### src/design/pbm_pkg.sv
// Package for the basic-mode rate-match and transmit coding block
package pbm_pkg;
  localparam logic [8:0] SKIP_SYM       = 9'h1BC;
  localparam logic [8:0] K30_7_SYM      = 9'h1FE;
  localparam logic [8:0] K28_5_SYM      = 9'h1BC;
  localparam int         MAX_DEL        = 4;
  localparam int         MAX_INS        = 4;
  localparam int         MIN_CLUSTER    = 5;
  localparam int         AUTO_COMMAS    = 3;
  localparam int         FIFO_DEPTH     = 16;
  localparam int         FIFO_LO_MARK   = 4;
  localparam int         FIFO_HI_MARK   = 12;

  typedef struct packed {
    logic       ctrl;
    logic [7:0] data;
  } pbm_sym_type;

  typedef struct packed {
    logic full;
    logic empty;
  } pbm_flag_type;
endpackage : pbm_pkg

### src/design/pbm_basic_pcs.sv
// Basic-mode PCS: rate match, low-latency bypass, idle, signal detect, auto commas
// How it works
// A skip cluster loses at most four skips and always keeps at least one.
// A skip cluster shorter than five skips gets at most four extra skips.
// A byte arriving at a full FIFO is dropped and the full flag rides on the next byte out.
// When the FIFO runs empty, K30.7 (9'h1FE) is sent after the last byte with the empty flag on it.
// Low-latency mode passes data straight around coding, alignment, rate match and ordering.
// Electrical idle turns the differential driver off.
// Signal detect is only reported while 8b/10b coding is enabled.
// In gigabit Ethernet mode three K28.5 commas go out after transmit reset, before user data.
// The far receiver loses sync if an even count of data groups precedes its first comma.
// The controlling logic holds the PLL reset for at least one microsecond after power-up.
// Transmit and receive resets stay asserted while the PLL reset is applied.
// Transmit reset is released only after PLL lock.
// Full and empty flags last one word cycle per affected byte and never latch.
// User logic sends an odd number of data groups before its first sync comma.
`timescale 1ns/100ps
module pbm_basic_pcs #(
  parameter int FIFO_DEPTH = pbm_pkg::FIFO_DEPTH
) (
  input  wire logic                core_clk,
  input  wire logic                srst,
  input  wire logic                low_latency,
  input  wire logic                coding_enable,
  input  wire logic                gigabit_ethernet_mode,
  input  wire logic                elec_idle,
  input  wire logic                sig_present_pin,
  input  wire pbm_pkg::pbm_sym_type rx_in,
  input  wire logic                rx_in_valid,
  input  wire logic [9:0]          rx_raw,
  output pbm_pkg::pbm_sym_type     rx_out_q,
  output logic [9:0]               rx_raw_out_q,
  output pbm_pkg::pbm_flag_type    rx_flags_q,
  output logic                     sig_detect_q,
  input  wire pbm_pkg::pbm_sym_type tx_in,
  output logic                     tx_in_ready_q,
  output pbm_pkg::pbm_sym_type     tx_out_q,
  output logic [9:0]               tx_raw_out_q,
  input  wire logic [9:0]          tx_raw,
  output logic                     tx_drv_oe_q
);
  localparam int AW = $clog2(FIFO_DEPTH);
  if (FIFO_DEPTH <= pbm_pkg::FIFO_HI_MARK) begin : g_depth_check
    $error("FIFO_DEPTH too small for rate match marks");
  end

  // Receive rate match
  logic [2:0]  ins_cnt_q;
  logic [2:0]  del_cnt_q;
  logic [3:0]  clus_in_q;
  logic [3:0]  clus_out_q;
  logic        drop_pend_q;
  logic        was_empty_q;
  logic        in_ready;
  logic        f_valid;
  logic [8:0]  f_data;
  logic [AW:0] level;
  pbm_pkg::pbm_sym_type f_sym;
  assign f_sym = pbm_pkg::pbm_sym_type'(f_data);

  wire in_skip   = {rx_in.ctrl, rx_in.data} == pbm_pkg::SKIP_SYM;
  wire out_skip  = f_valid && f_data == pbm_pkg::SKIP_SYM;
  wire fifo_high = level >= (AW+1)'(pbm_pkg::FIFO_HI_MARK);
  wire fifo_low  = level <= (AW+1)'(pbm_pkg::FIFO_LO_MARK);
  // Delete only a skip that follows another skip, so one always survives
  wire del_skip  = rx_in_valid && in_skip && clus_in_q != 4'h0 && fifo_high
                   && del_cnt_q < 3'(pbm_pkg::MAX_DEL);
  // Repeat the skip at the FIFO head while its cluster is short and the FIFO runs low
  // Bypass freezes the FIFO, so no skip may be repeated then
  wire ins_skip  = !low_latency && out_skip && fifo_low && clus_out_q < 4'(pbm_pkg::MIN_CLUSTER)
                   && ins_cnt_q < 3'(pbm_pkg::MAX_INS);
  wire rx_drop   = rx_in_valid && !in_ready;
  wire wr_valid  = rx_in_valid && !del_skip && !low_latency;
  wire rd_ready  = !ins_skip && !low_latency;

  pbm_fifo #(.WIDTH(9), .DEPTH(FIFO_DEPTH)) u_fifo (
    .clk       (core_clk),
    .srst      (srst),
    .in_data   ({rx_in.ctrl, rx_in.data}),
    .in_valid  (wr_valid),
    .in_ready  (in_ready),
    .out_data  (f_data),
    .out_valid (f_valid),
    .out_ready (rd_ready),
    .level     (level)
  );

  always_ff @(posedge core_clk) begin
    if (srst) begin
      clus_in_q  <= 4'h0;
      del_cnt_q  <= 3'h0;
      clus_out_q <= 4'h0;
      ins_cnt_q  <= 3'h0;
    end else begin
      if (rx_in_valid) begin
        clus_in_q <= in_skip ? (clus_in_q == 4'hF ? clus_in_q : clus_in_q + 4'h1) : 4'h0;
        del_cnt_q <= !in_skip ? 3'h0 : del_skip ? del_cnt_q + 3'h1 : del_cnt_q;
      end
      if (f_valid) begin
        clus_out_q <= out_skip ? (clus_out_q == 4'hF ? clus_out_q : clus_out_q + 4'h1) : 4'h0;
        ins_cnt_q  <= !out_skip ? 3'h0 : ins_skip ? ins_cnt_q + 3'h1 : ins_cnt_q;
      end
    end
  end

  // Output side: flag per affected byte, one cycle each
  always_ff @(posedge core_clk) begin
    if (srst) begin
      rx_out_q     <= '0;
      rx_raw_out_q <= 10'h000;
      rx_flags_q   <= '0;
      drop_pend_q  <= 1'b0;
      was_empty_q  <= 1'b0;
    end else if (low_latency) begin
      rx_raw_out_q <= rx_raw;
      rx_out_q     <= '0;
      rx_flags_q   <= '0;
      drop_pend_q  <= 1'b0;
      was_empty_q  <= 1'b0;
    end else begin
      rx_raw_out_q <= 10'h000;
      drop_pend_q  <= rx_drop || (drop_pend_q && !f_valid);
      if (f_valid) begin
        rx_out_q         <= f_sym;
        rx_flags_q.full  <= drop_pend_q;
        rx_flags_q.empty <= 1'b0;
        was_empty_q      <= 1'b0;
      end else begin
        // Fill K30.7 on every cycle the FIFO stays empty after the byte that drained it
        rx_out_q         <= pbm_pkg::pbm_sym_type'(pbm_pkg::K30_7_SYM);
        rx_flags_q.empty <= 1'b1;
        rx_flags_q.full  <= 1'b0;
        was_empty_q      <= 1'b1;
      end
    end
  end

  // Signal detect: pin synchronised, gated by coding enable
  logic sd_meta_q;
  logic sd_sync_q;
  always_ff @(posedge core_clk) begin
    if (srst) begin
      sd_meta_q    <= 1'b0;
      sd_sync_q    <= 1'b0;
      sig_detect_q <= 1'b0;
    end else begin
      sd_meta_q    <= sig_present_pin;
      sd_sync_q    <= sd_meta_q;
      sig_detect_q <= sd_sync_q && coding_enable && !low_latency;
    end
  end

  // Transmit: automatic commas, bypass and electrical idle
  logic [1:0] comma_cnt_q;
  wire        comma_phase = gigabit_ethernet_mode && !low_latency && comma_cnt_q != 2'(pbm_pkg::AUTO_COMMAS);
  always_ff @(posedge core_clk) begin
    if (srst) begin
      comma_cnt_q   <= 2'h0;
      tx_out_q      <= '0;
      tx_raw_out_q  <= 10'h000;
      tx_in_ready_q <= 1'b0;
      tx_drv_oe_q   <= 1'b0;
    end else begin
      tx_drv_oe_q   <= !elec_idle;
      tx_raw_out_q  <= low_latency ? tx_raw : 10'h000;
      if (comma_phase) begin
        comma_cnt_q <= comma_cnt_q + 2'h1;
        tx_out_q    <= pbm_pkg::pbm_sym_type'(pbm_pkg::K28_5_SYM);
      end else begin
        tx_out_q    <= low_latency ? '0 : tx_in;
      end
      // User data is taken only once the comma burst is over
      tx_in_ready_q <= !(gigabit_ethernet_mode && !low_latency
                         && comma_cnt_q < 2'(pbm_pkg::AUTO_COMMAS - 1));
    end
  end
endmodule : pbm_basic_pcs

### src/design/pbm_fifo.sv
// Synchronous FIFO with valid/ready on both sides
`timescale 1ns/100ps
module pbm_fifo #(
  parameter int WIDTH = 9,
  parameter int DEPTH = 16
) (
  input  wire logic             clk,
  input  wire logic             srst,
  input  wire logic [WIDTH-1:0] in_data,
  input  wire logic             in_valid,
  output logic                  in_ready,
  output logic [WIDTH-1:0]      out_data,
  output logic                  out_valid,
  input  wire logic             out_ready,
  output logic [$clog2(DEPTH):0] level
);
  localparam int AW = $clog2(DEPTH);
  if (DEPTH < 2 || (1 << AW) != DEPTH) begin : g_depth_check
    $error("DEPTH must be a power of two");
  end
  logic [WIDTH-1:0] mem_q [DEPTH];
  logic [AW:0]      wr_q;
  logic [AW:0]      rd_q;
  wire              push = in_valid && in_ready;
  wire              pop  = out_valid && out_ready;
  assign level     = wr_q - rd_q;
  assign in_ready  = level != DEPTH[AW:0];
  assign out_valid = level != '0;
  assign out_data  = mem_q[rd_q[AW-1:0]];
  always_ff @(posedge clk) begin
    if (srst) begin
      wr_q <= '0;
      rd_q <= '0;
    end else begin
      if (push) wr_q <= wr_q + 1'b1;
      if (pop) rd_q <= rd_q + 1'b1;
    end
  end
  always_ff @(posedge clk) begin
    if (push) mem_q[wr_q[AW-1:0]] <= in_data;
  end
endmodule : pbm_fifo

### config.mk
export PLATFORM = sky130hd
export DESIGN_NAME = pbm_basic_pcs
export DESIGN_NICKNAME = d
export VERILOG_FILES = /design/src/design/pbm_pkg.sv /design/src/design/pbm_basic_pcs.sv /design/src/design/pbm_fifo.sv
export SDC_FILE = /design/constraint.sdc
export NUM_CORES = 1
export LEC_CHECK = 0
export BUFFER_PORTS_ARGS = -buffer_cell sky130_fd_sc_hd__buf_2
export CELL_PAD_IN_SITES_DETAIL_PLACEMENT = 1
export CELL_PAD_IN_SITES_GLOBAL_PLACEMENT = 2
export CORE_MARGIN = 5
export CORE_UTILIZATION = 42
export CTS_CLUSTER_DIAMETER = 200
export DETAILED_ROUTE_END_ITERATION = 8
export HOLD_SLACK_MARGIN = 0.1
export PLACE_DENSITY = 0.8
export SLEW_MARGIN = 20
export SYNTH_ARGS = -nofsm -noshare
export SYNTH_HDL_FRONTEND = slang
export SYNTH_SLANG_ARGS = --single-unit
### constraint.sdc
create_clock -name core_clk -period 3.9 [get_ports core_clk]
set_input_delay 0.195 -clock core_clk [delete_from_list [all_inputs] [get_ports core_clk]]
set_output_delay 0.195 -clock core_clk [all_outputs]
set_load 0.01 [all_outputs]
==> flow_summary.yaml, run 1 <==
yosys:
  synth.yosys.warnings: 0
  synthTopCellsByArea: "edfxtp_1, dfxtp_1, mux4_1"
  netlist.area_leader.share_pct: 49.4
  synth_seq_area_share_pct: 66.8
  synth_nets: 644
  synth_area_leader_cell: "edfxtp_1"
  synth-edff-count: 144
  async_reset_ff_share_pct: 0
  ys_seq_elements: 220
  syn_inst: 581
  synth_cell_type_count: 56
  syn_area_sq_um: 8740
  syn_area_per_cell_sq_um: 15.1
  yosys_most_used_dff: "edfxtp_1"
drt:
  wl_per_cell_microns: 22.4
  vias: 5444
  drc_errors: 0
  drtPass1Iterations: 4
  drt-vias-per-instance: 5.31
  ant_nets: 0
  routed_wl_microns: 23000
  drt_iter0_markers: 315
setup_path:
  cp.arrival_ns: 3.71
  cp-end-kind: "flop"
  critPathLaunchType: "flop"
  crit_path_max_fanout: 9
  worstSetupPathType: "flop to flop"
  critical_path_required_ns: 4.03
global_route:
  grt_pass1_vias: 6002
  grt_start_max_net_pins: 37
  grt-ovfl-total: 0
  grt_pass1_wl_microns: 35400
  grt.total_usage_pct: 19.3
  antenna_found_initial: 0
cts:
  h-tree-depth: 1
  cts_buffers: 24
  cts_root_buf: "clkbuf_16"
  clkLatencyLatePin_ns: 0.52
  path_clk_slew_ns: 0.06
  clkSinkCount: 220
  cts_max_path_buffers: 3
  cts_tree: "done"
placement:
  placed_cell_area_sq_um: 9600
  port_buffers: 88
  dpl.hpwl_microns: 15800
  gp_congestion: 0.810
  place_inst: 944
timing:
  finClkSkew_ns: 0.0115
  report.final.slew_viol_count: 0
  max_freq_mhz: 280
  relSlewSlack_pct: 36.0
  hold_viol: 0
  setup_viol: 0
  hold_ws_ns: 0.117
  tns_ns: 0
  tightestPinTransition_ns: 0.956
  rsz0062_at_grt: "no"
  fin_crit_ns: 3.57
  layout_worst_path_cycle_share_pct: 91.6
die:
  start_util_pct: 42.9
  ios: 89
  die_area_sq_um: 23800
  die_width_microns: 154
  core_area_sq_um: 20400
  die_h_microns: 154
  row_count: 52
cells_and_area:
  drive_above_1_share_pct: 25.2
  antenna_cells: 0
  areaGrowthSynthToFinish_pct: 23.3
  design_area_sq_um: 10800
  fillers: 2037
  post-route-util_pct: 52.9
  fin_nets: 800
  final_cells: 1025
run_status:
  status: "completed"
job:
  maxCapViolCount: 0
min_path:
  hold_path_class: "primary input to flop"
power:
  p_leak_nw: 4.03
  ir_worst_vdd_v: 0.000260
  p_per_area_nw_per_um2: 579
worst max-delay path, cell delays in order (launching register included):
cell,delay [ns]
dfxtp_1,0.36
inv_1,0.13
ha_1,0.17
inv_1,0.05
fa_1,0.41
a21o_1,0.18
a21oi_1,0.24
xnor2_1,0.16
a311oi_1,0.30
buf_4,0.19
nand3_1,0.20
nor2_1,0.79
where the power goes:
| part | leakage (nW) | internal [mW] | total [mW] | switching [mW] |
|---|---|---|---|---|
| Sequential | 1.92 | 2.57 | 2.64 | 0.0697 |
| Clock | 0.401 | 1.37 | 2.27 | 0.900 |
| Combinational | 1.71 | 0.571 | 1.34 | 0.769 |
flip-flops by register name, indices dropped and copies added (netlist names), 2 cells and up, named ones only:
name,flops
u_fifo.mem_q,144
rx_raw_out_q,10
tx_raw_out_q,10
rx_out_q,9
tx_out_q,9
u_fifo.rd_q,5
u_fifo.wr_q,5
clus_in_q,4
clus_out_q,4
del_cnt_q,3
ins_cnt_q,3
comma_cnt_q,2
rx_flags_q,2
worst paths after layout:
| path | cells after the start | slack, ns | startpoint | end |
|---|---|---|---|---|
| worst min register to register | 1 | 0.44 | sd_meta_q | sd_sync_q |
| worst min-delay path | 1 | 0.12 | rx_in[6] | u_fifo.mem_q[13][6] |
| worst max-delay path | 11 | 0.33 | u_fifo.wr_q[0] | u_fifo.mem_q[11][2] |
| worst max register to register | 11 | 0.33 | u_fifo.wr_q[0] | u_fifo.mem_q[11][2] |
cell usage in the layout, fill, tap and decap left out, types with 6 or more instances in the layout:
cell type / netlist / layout
a21o_1: 8 / 8
a21oi_1: 18 / 18
a221oi_1: 6 / 6
and2_1: 25 / 25
buf_2: 3 / 88
buf_4: 1 / 28
clkbuf_16: 0 / 25
clkbuf_8: 0 / 7
dfxtp_1: 76 / 75
dlygate4sd3_1: 0 / 37
edfxtp_1: 144 / 144
ha_1: 16 / 16
inv_1: 17 / 17
mux2_1: 7 / 7
mux2i_1: 15 / 15
mux4_1: 15 / 15
mux4_2: 16 / 16
nand2_1: 23 / 23
nand2b_1: 10 / 10
nand3_1: 18 / 18
nor2_1: 52 / 49
nor2b_1: 10 / 9
nor3_1: 11 / 11
xnor2_1: 7 / 7
through the flow:
stage	power (mW)	setup slack [ns]
final	6.25	0.328
after global routing	6.53	0.122
after CTS	6.30	0.104
after detailed placement	4.00	0.210
after global placement	3.95	0.484
after floorplan	3.59	0.362
cell usage after synthesis (all sizes together), types with 3 or more instances:
library cell,number
a211oi,4
a21o,8
a21oi,19
a221oi,6
a22oi,7
a31oi,3
and2,26
and3,5
buf,10
clkbuf,14
dfxtp,76
edfxtp,144
ha,16
inv,17
mux2,7
mux2i,15
mux4,31
nand2,23
nand2b,10
nand3,18
nand4,5
nor2,52
nor2b,10
nor3,11
o21a,3
o21ai,11
or2,3
xnor2,7
xor2,4
area by class of cell:
class,instances,area [sq um],share of cell area [%]
clock buffer,36,737,6.83
clock inverter,8,63.8,0.592
timing repair buffer,154,1040,9.65
tap,270,338,3.13
inverter,17,63.8,0.592
sequential,220,5850,54.2
multi-input combinational,320,2690,25.0
per-layer routing:
metal	global-route usage (%)	up-vias	part of all wire, %
li1	-	2494	-
met1	24.1	2782	40
met2	34.2	135	52
met3	4.16	33	6.1
met4	4.92	0	1.9
met5	0	-	0
kinds of logic (layout without fill, tap and decap cells):
group / Yosys count / in the layout / synth area share (%)
AO/OA/AOI/OAI: 67 / 67 / 5.68
adder cells (fa/ha/maj): 17 / 17 / 2.52
multiplexers: 53 / 53 / 11.2
AND/OR/NAND/NOR: 172 / 172 / 10.1
buffers and inverters: 41 / 215 / 2.48
flip-flops: 220 / 220 / 66.8
XOR/XNOR: 11 / 11 / 1.10
what timing repair did:
action	4_1_cts	5_1_grt
buffers inserted	0	0
hold endpoints to repair	36	0
setup endpoints to repair	0	27
resized for setup	0	3
hold buffers	37	0
Power figures use the tool's default switching activity.
==> run 2, diff against run 1 <==
--- a/config.mk
+++ b/config.mk
@@ -9,12 +9,13 @@
 export CELL_PAD_IN_SITES_DETAIL_PLACEMENT = 1
 export CELL_PAD_IN_SITES_GLOBAL_PLACEMENT = 2
 export CORE_MARGIN = 5
-export CORE_UTILIZATION = 42
+export CORE_UTILIZATION = 43
 export CTS_CLUSTER_DIAMETER = 200
 export DETAILED_ROUTE_END_ITERATION = 8
 export HOLD_SLACK_MARGIN = 0.1
-export PLACE_DENSITY = 0.8
+export PLACE_DENSITY = 0.89
 export SLEW_MARGIN = 20
 export SYNTH_ARGS = -nofsm -noshare
 export SYNTH_HDL_FRONTEND = slang
+export SYNTH_HIERARCHICAL = 1
 export SYNTH_SLANG_ARGS = --single-unit
==> constraint.sdc (replaced) <==
create_clock -name core_clk -period 3.9 [get_ports core_clk]
set_input_delay 0.78 -clock core_clk [delete_from_list [all_inputs] [get_ports core_clk]]
set_output_delay 0.78 -clock core_clk [all_outputs]
set_load 0.01 [all_outputs]
==> run 2 against run 1 <==
Clock power shrank 14%. Power shrank 6.1%. Flip-flop and latch count is the same. First-iteration DRC count grew 35%. Critical path type unchanged. Critical endpoint is now u_fifo/mem_q[7][3]. Largest cell class unchanged. Largest power group unchanged.
==> flow_summary.yaml, run 2 <==
global_route:
  grt_pass1_vias: 5464
  grt_start_max_net_pins: 45
  grt-ovfl-total: 0
  grt.total_usage_pct: 19.2
  antenna_found_initial: 1
  grt_pass1_wl_microns: 32900
drt:
  wl_per_cell_microns: 23.7
  routed_wl_microns: 21800
  drc_errors: 0
  drt_iter0_markers: 424
  vias: 5047
  drtPass1Iterations: 5
  ant_nets: 0
  drt-vias-per-instance: 5.49
yosys:
  syn_area_per_cell_sq_um: 16.1
  synth_nets: 598
  synth_area_leader_cell: "edfxtp_1"
  yosys_most_used_dff: "edfxtp_1"
  yosysMostFrequentCell: "edfxtp_1"
  syn_area_sq_um: 8640
  async_reset_ff_share_pct: 0
  synth-edff-count: 144
  synth_seq_area_share_pct: 67.7
  synth_cell_type_count: 59
  synth_common_cells: "edfxtp_1, dfxtp_1, mux4_2"
  ys_seq_elements: 220
  synth.yosys.warnings: 6
  synthTopCellsByArea: "edfxtp_1, dfxtp_1, mux4_2"
  netlist.area_leader.share_pct: 50.1
  syn_inst: 535
cells_and_area:
  fillers: 1936
  multi_input_area_sq_um: 2640
  fin_nets: 704
  seq_area_sq_um: 5850
  post-route-util_pct: 51.6
  antenna_cells: 0
  mostFrequentLayoutCells: "edfxtp_1, buf_2, dfxtp_1, mux4_2, nor2_1"
  largest_register_ffs: 144
  drive_above_1_share_pct: 30.7
  layout_commonest_cell: "edfxtp_1"
  areaGrowthSynthToFinish_pct: 17.0
die:
  die_width_microns: 152
  ios: 89
  start_util_pct: 44.1
  die_area_sq_um: 23000
  core_area_sq_um: 19600
  die_h_microns: 152
  row_count: 51
placement:
  gp_congestion: 0.816
  dpl.hpwl_microns: 15000
  dp_worst_setup_slack_ns: -0.00291
  port_buffers: 88
timing:
  finalWorstSetupSlack_ns: 0.152
  relSlewSlack_pct: 45.6
  setup_viol: 0
  hold_viol: 0
  hold_ws_ns: 0.432
  max_freq_mhz: 267
  layout_worst_path_cycle_share_pct: 96.1
  tns_ns: 0
  report.final.slew_viol_count: 0
  rsz0062_at_grt: "yes"
  fin_crit_ns: 3.75
  finClkSkew_ns: 0.0188
  tightestPinTransition_ns: 0.816
min_path:
  hold-path-cell-count: 2
  hold_path_class: "primary input to flop"
power:
  p_per_area_nw_per_um2: 581
  p_leak_nw: 3.62
  ir_worst_vdd_v: 0.000260
cts:
  cts_buffers: 23
  hold_buffers: 0
  clkSinkCount: 220
  h-tree-depth: 1
  path_clk_slew_ns: 0.06
  cts_tree: "done"
  post-cts-setup-buffer-count: 0
  cts_max_path_buffers: 3
  clkLatencyLatePin_ns: 0.51
  cts_root_buf: "clkbuf_16"
  cts_resized: 0
setup_path:
  rr_worst_depth: 14
  crit_path_max_fanout: 9
  rr_startpoint: "u_fifo/wr_q[0]"
  cp-end-kind: "flop"
  startpoint: "u_fifo/wr_q[0]"
  r2r_slack_ns: 0.15
  critical_path_required_ns: 4.09
  endpoint: "u_fifo/mem_q[7][3]"
  worstSetupPathType: "flop to flop"
  cp.arrival_ns: 3.94
  r2r_end: "u_fifo/mem_q[7][3]"
  critPathLaunchType: "flop"
run_status:
  status: "completed"
job:
  maxCapViolCount: 0
[run 2: cell count changes after synthesis, moves of 6 or more]
cell	change
o21a_1	+6
a221oi_1	-6
nand2_1	-11
mux4_2	+29
and3_1	+14
mux4_1	-15
a21o_1	-7
mux2_1	-6
xnor2_1	-6
nor2_1	-22
nor3_1	-9
mux2i_1	-14
nand3_1	-10
[run 2: how the worst min path moves through the flow]
stage,end,startpoint,slack [ns]
2_1_floorplan,sd_sync_q,sd_meta_q,0.41
3_3_place_gp,sd_sync_q,sd_meta_q,0.42
3_5_place_dp,sd_sync_q,sd_meta_q,0.43
4_1_cts,tx_drv_oe_q,elec_idle,0.41
5_1_grt,tx_drv_oe_q,elec_idle,0.44
6_report,tx_drv_oe_q,elec_idle,0.43
[run 2: final cells by class]
cell class	instances	share of cell area [%]
well taps	265	3.28
multi-input cells	277	26.1
inverters	16	0.594
flip-flops and latches	220	57.9
repair buffers	103	5.60
clock inverters	6	0.359
clock buffers	33	6.17
[run 2: through the flow]
stage	cell area (sq um)	instances	power (mW)
floorplan	8640	535	3.54
global placement	9430	881	3.90
detailed placement	9430	881	3.96
CTS	10100	920	5.91
global route	10100	920	6.12
finish	10100	920	5.87
[run 2: cells by family after synthesis]
family,synth area share [%]
AO/OA/AOI/OAI,4.88
buffers and inverters,1.97
adder cells (fa/ha/maj),2.55
AND/OR/NAND/NOR,9.84
multiplexers,12.7
XOR/XNOR,0.406
flip-flops,67.7
[run 2: per-layer routing]
layer,up-vias,GRT usage [%],routed length (microns)
li1,2262,-,-
met1,2544,23.8,8380
met2,203,33.6,10900
met3,34,4.94,1890
met4,4,4.94,500
met5,-,1.36,46
[run 2: worst max-delay path, stage by stage (launching register included)]
cell       delay [ns]
dfxtp_1          0.36
inv_1            0.15
ha_1             0.18
inv_1            0.05
fa_1             0.40
nand3_1          0.10
and3_1           0.27
nor2_1           0.12
a21oi_1          0.20
a2111oi_2        0.12
a211oi_1         0.39
nand2_1          0.27
or2_2            0.36
nor2b_1          0.21
buf_4            0.24
[run 2: where the power goes]
group / total, mW / switching (mW) / internal (mW)
registers: 2.60 / 0.0393 / 2.56
clock network: 1.95 / 0.839 / 1.11
logic: 1.32 / 0.744 / 0.575
total: 5.87 / 1.62 / 4.25
==> run 3, diff against run 2 <==
--- a/config.mk
+++ b/config.mk
@@ -9,7 +9,7 @@
 export CELL_PAD_IN_SITES_DETAIL_PLACEMENT = 1
 export CELL_PAD_IN_SITES_GLOBAL_PLACEMENT = 2
 export CORE_MARGIN = 5
-export CORE_UTILIZATION = 43
+export CORE_UTILIZATION = 42
 export CTS_CLUSTER_DIAMETER = 200
 export DETAILED_ROUTE_END_ITERATION = 8
 export HOLD_SLACK_MARGIN = 0.1
@@ -17,5 +17,4 @@
 export SLEW_MARGIN = 20
 export SYNTH_ARGS = -nofsm -noshare
 export SYNTH_HDL_FRONTEND = slang
-export SYNTH_HIERARCHICAL = 1
 export SYNTH_SLANG_ARGS = --single-unit
==> run 3 against run 2 <==
Critical path depth shrank 2. Combinational power fell by 3%. Final cell count is 7.2% higher. Worst setup slack improved by 0.00058 ns. Fmax is essentially flat. Critical path type unchanged.
==> flow_summary.yaml, run 3 (synthesized netlist as in run 1, its figures left out) <==
setup_path:
  rr_startpoint: "u_fifo.wr_q[0]"
  rr_worst_depth: 12
  r2r_end: "u_fifo.mem_q[10][1]"
  cp.buffers_inverters: 3
  critical_path_required_ns: 4.04
  cp-end-kind: "flop"
  crit_family: "simple AND/OR/NAND/NOR gates"
  worstSetupPathType: "flop to flop"
  startpoint: "u_fifo.wr_q[0]"
  critPathLaunchType: "flop"
  critPathSlowestCell: "nor2_1"
  crit_chain: "inv_1, ha_1, inv_1, fa_1, a21o_1, a21oi_1, xnor2_1, a311oi_1, and2_0, nand2_1, buf_4, nor2_1"
  crit_path_max_fanout: 9
  cp.arrival_ns: 3.89
  timing.critical_path.mode_cell: "inv_1"
  r2r_slack_ns: 0.15
  max_stage_delay_ns: 0.59
timing:
  relSlewSlack_pct: 40.7
  tightestPinTransition_ns: 0.886
  layout_worst_path_cycle_share_pct: 96.1
  max_freq_mhz: 267
  rsz0062_at_grt: "no"
  fin_crit_ns: 3.75
  report.final.slew_viol_count: 0
  finClkSkew_ns: 0.0130
  finalWorstSetupSlack_ns: 0.153
  hold_viol: 0
  setup_viol: 0
  tns_ns: 0
cts:
  cts_buffers: 24
  hold_buffers: 0
  cts_tree: "done"
  clkLatencyLatePin_ns: 0.52
  h-tree-depth: 1
  clkSinkCount: 220
  cts_max_path_buffers: 3
  post-cts-setup-buffer-count: 0
  path_clk_slew_ns: 0.06
  cts_root_buf: "clkbuf_16"
die:
  ios: 89
  die_area_sq_um: 23800
  core_area_sq_um: 20400
  row_count: 52
  die_width_microns: 154
  die_h_microns: 154
  start_util_pct: 42.9
cells_and_area:
  antenna_cells: 0
  final_cells: 986
  drive_above_1_share_pct: 27.8
  layout_commonest_cell: "edfxtp_1"
  largest_register_ffs: 144
  fillers: 2046
  areaGrowthSynthToFinish_pct: 18.9
  mostFrequentLayoutCells: "edfxtp_1, buf_2, dfxtp_1, nor2_1, buf_4"
  fin_nets: 762
power:
  p_per_area_nw_per_um2: 589
  power_switching_mw: 1.75
  ir_worst_vdd_v: 0.000547
  p_clk_share_pct: 35.5
  seqPwrFrac_pct: 43.6
  comb_power_share_pct: 21.0
  internal-power_mw: 4.37
  switching_share_pct: 28.6
  p_leak_nw: 3.84
drt:
  drt_iter0_markers: 414
  routed_wl_microns: 22800
  drt-vias-per-instance: 5.44
  ant_nets: 0
  vias: 5361
  drtPass1Iterations: 5
  drc_errors: 0
  wl_per_cell_microns: 23.2
min_path:
  hold-path-cell-count: 2
  hold_path_class: "primary input to flop"
  min_from: "elec_idle"
  hold_path_end: "tx_drv_oe_q"
job:
  maxCapViolCount: 0
placement:
  dp_worst_setup_slack_ns: 0.0181
  place_inst: 943
  port_buffers: 88
  gp_congestion: 0.872
  dpl.hpwl_microns: 16400
global_route:
  grt_start_max_net_pins: 37
  grt_pass1_wl_microns: 34600
  grt_pass1_vias: 5682
  grt.total_usage_pct: 18.9
  grt-ovfl-total: 0
  antenna_found_initial: 0
run_status:
  status: "completed"
run 3: changes by cell type in the layout (fill, tap and decap cells not counted), sizes merged, moves of 10 or more:
cell / change
mux4: -14
mux2i: +14
nand3: +10
nor2: +22
buf: +13
and3: -14
nand2: +11
run 3: worst max-delay path by stage:
stage	end	cells past startpoint
after floorplan	u_fifo.mem_q[0][0]	12
after global placement	u_fifo.mem_q[4][2]	9
after detailed placement	u_fifo.mem_q[0][1]	11
after CTS	u_fifo.mem_q[1][2]	11
after global routing	u_fifo.mem_q[10][1]	12
final	u_fifo.mem_q[10][1]	12
run 3: worst register-to-register path: stages (launching register included):
cell and delay (ns):
dfxtp_1 0.37, inv_1 0.14, ha_1 0.19, inv_1 0.06, fa_1 0.41, a21o_1 0.17, a21oi_1 0.18, xnor2_1 0.12
a311oi_1 0.45, and2_0 0.37, nand2_1 0.14, buf_4 0.17, nor2_1 0.59
run 3: area by class of cell:
cell class / instances / area (sq um) / area share [%]
Clock buffer: 30 / 654 / 6.29
Timing Repair Buffer: 116 / 651 / 6.26
Inverter: 17 / 63.8 / 0.614
Tap cell: 270 / 338 / 3.25
Sequential cell: 220 / 5850 / 56.2
Clock inverter: 13 / 113 / 1.08
Multi-Input combinational cell: 320 / 2730 / 26.3
run 3: timing repair:
item / in CTS / in global routing
resized for setup: 2 / 9
hold endpoints to repair: 0 / 0
setup endpoints to repair: 17 / 65
run 3: power by group through the flow:
stage | combinational [mW] | clock, mW | sequential [mW]
6_report | 1.28 | 2.17 | 2.67
4_1_cts | 1.29 | 2.22 | 2.67
3_3_place_gp | 1.22 | 0 | 2.71
5_1_grt | 1.39 | 2.33 | 2.68
3_5_place_dp | 1.28 | 0 | 2.72
2_1_floorplan | 0.919 | 0 | 2.67
run 3: routing by layer:
metal  part of all wire, %  GRT usage [%]
met5                     0              0
met4                   2.2           4.08
met3                   6.1           4.05
met2                    49           32.1
met1                    43           25.2
run 3: per-stage QoR:
step | instance area [sq um] | hold slack [ns] | power (mW) | util, %
final | 10400 | 0.414 | 6.13 | 51.1
after global routing | 10400 | 0.409 | 6.39 | 51.1
after detailed placement | 9590 | 0.427 | 4.00 | 47.1
after floorplan | 8740 | 0.414 | 3.59 | -
after CTS | 10400 | 0.402 | 6.19 | 50.9
after global placement | 9580 | 0.434 | 3.94 | 47.1
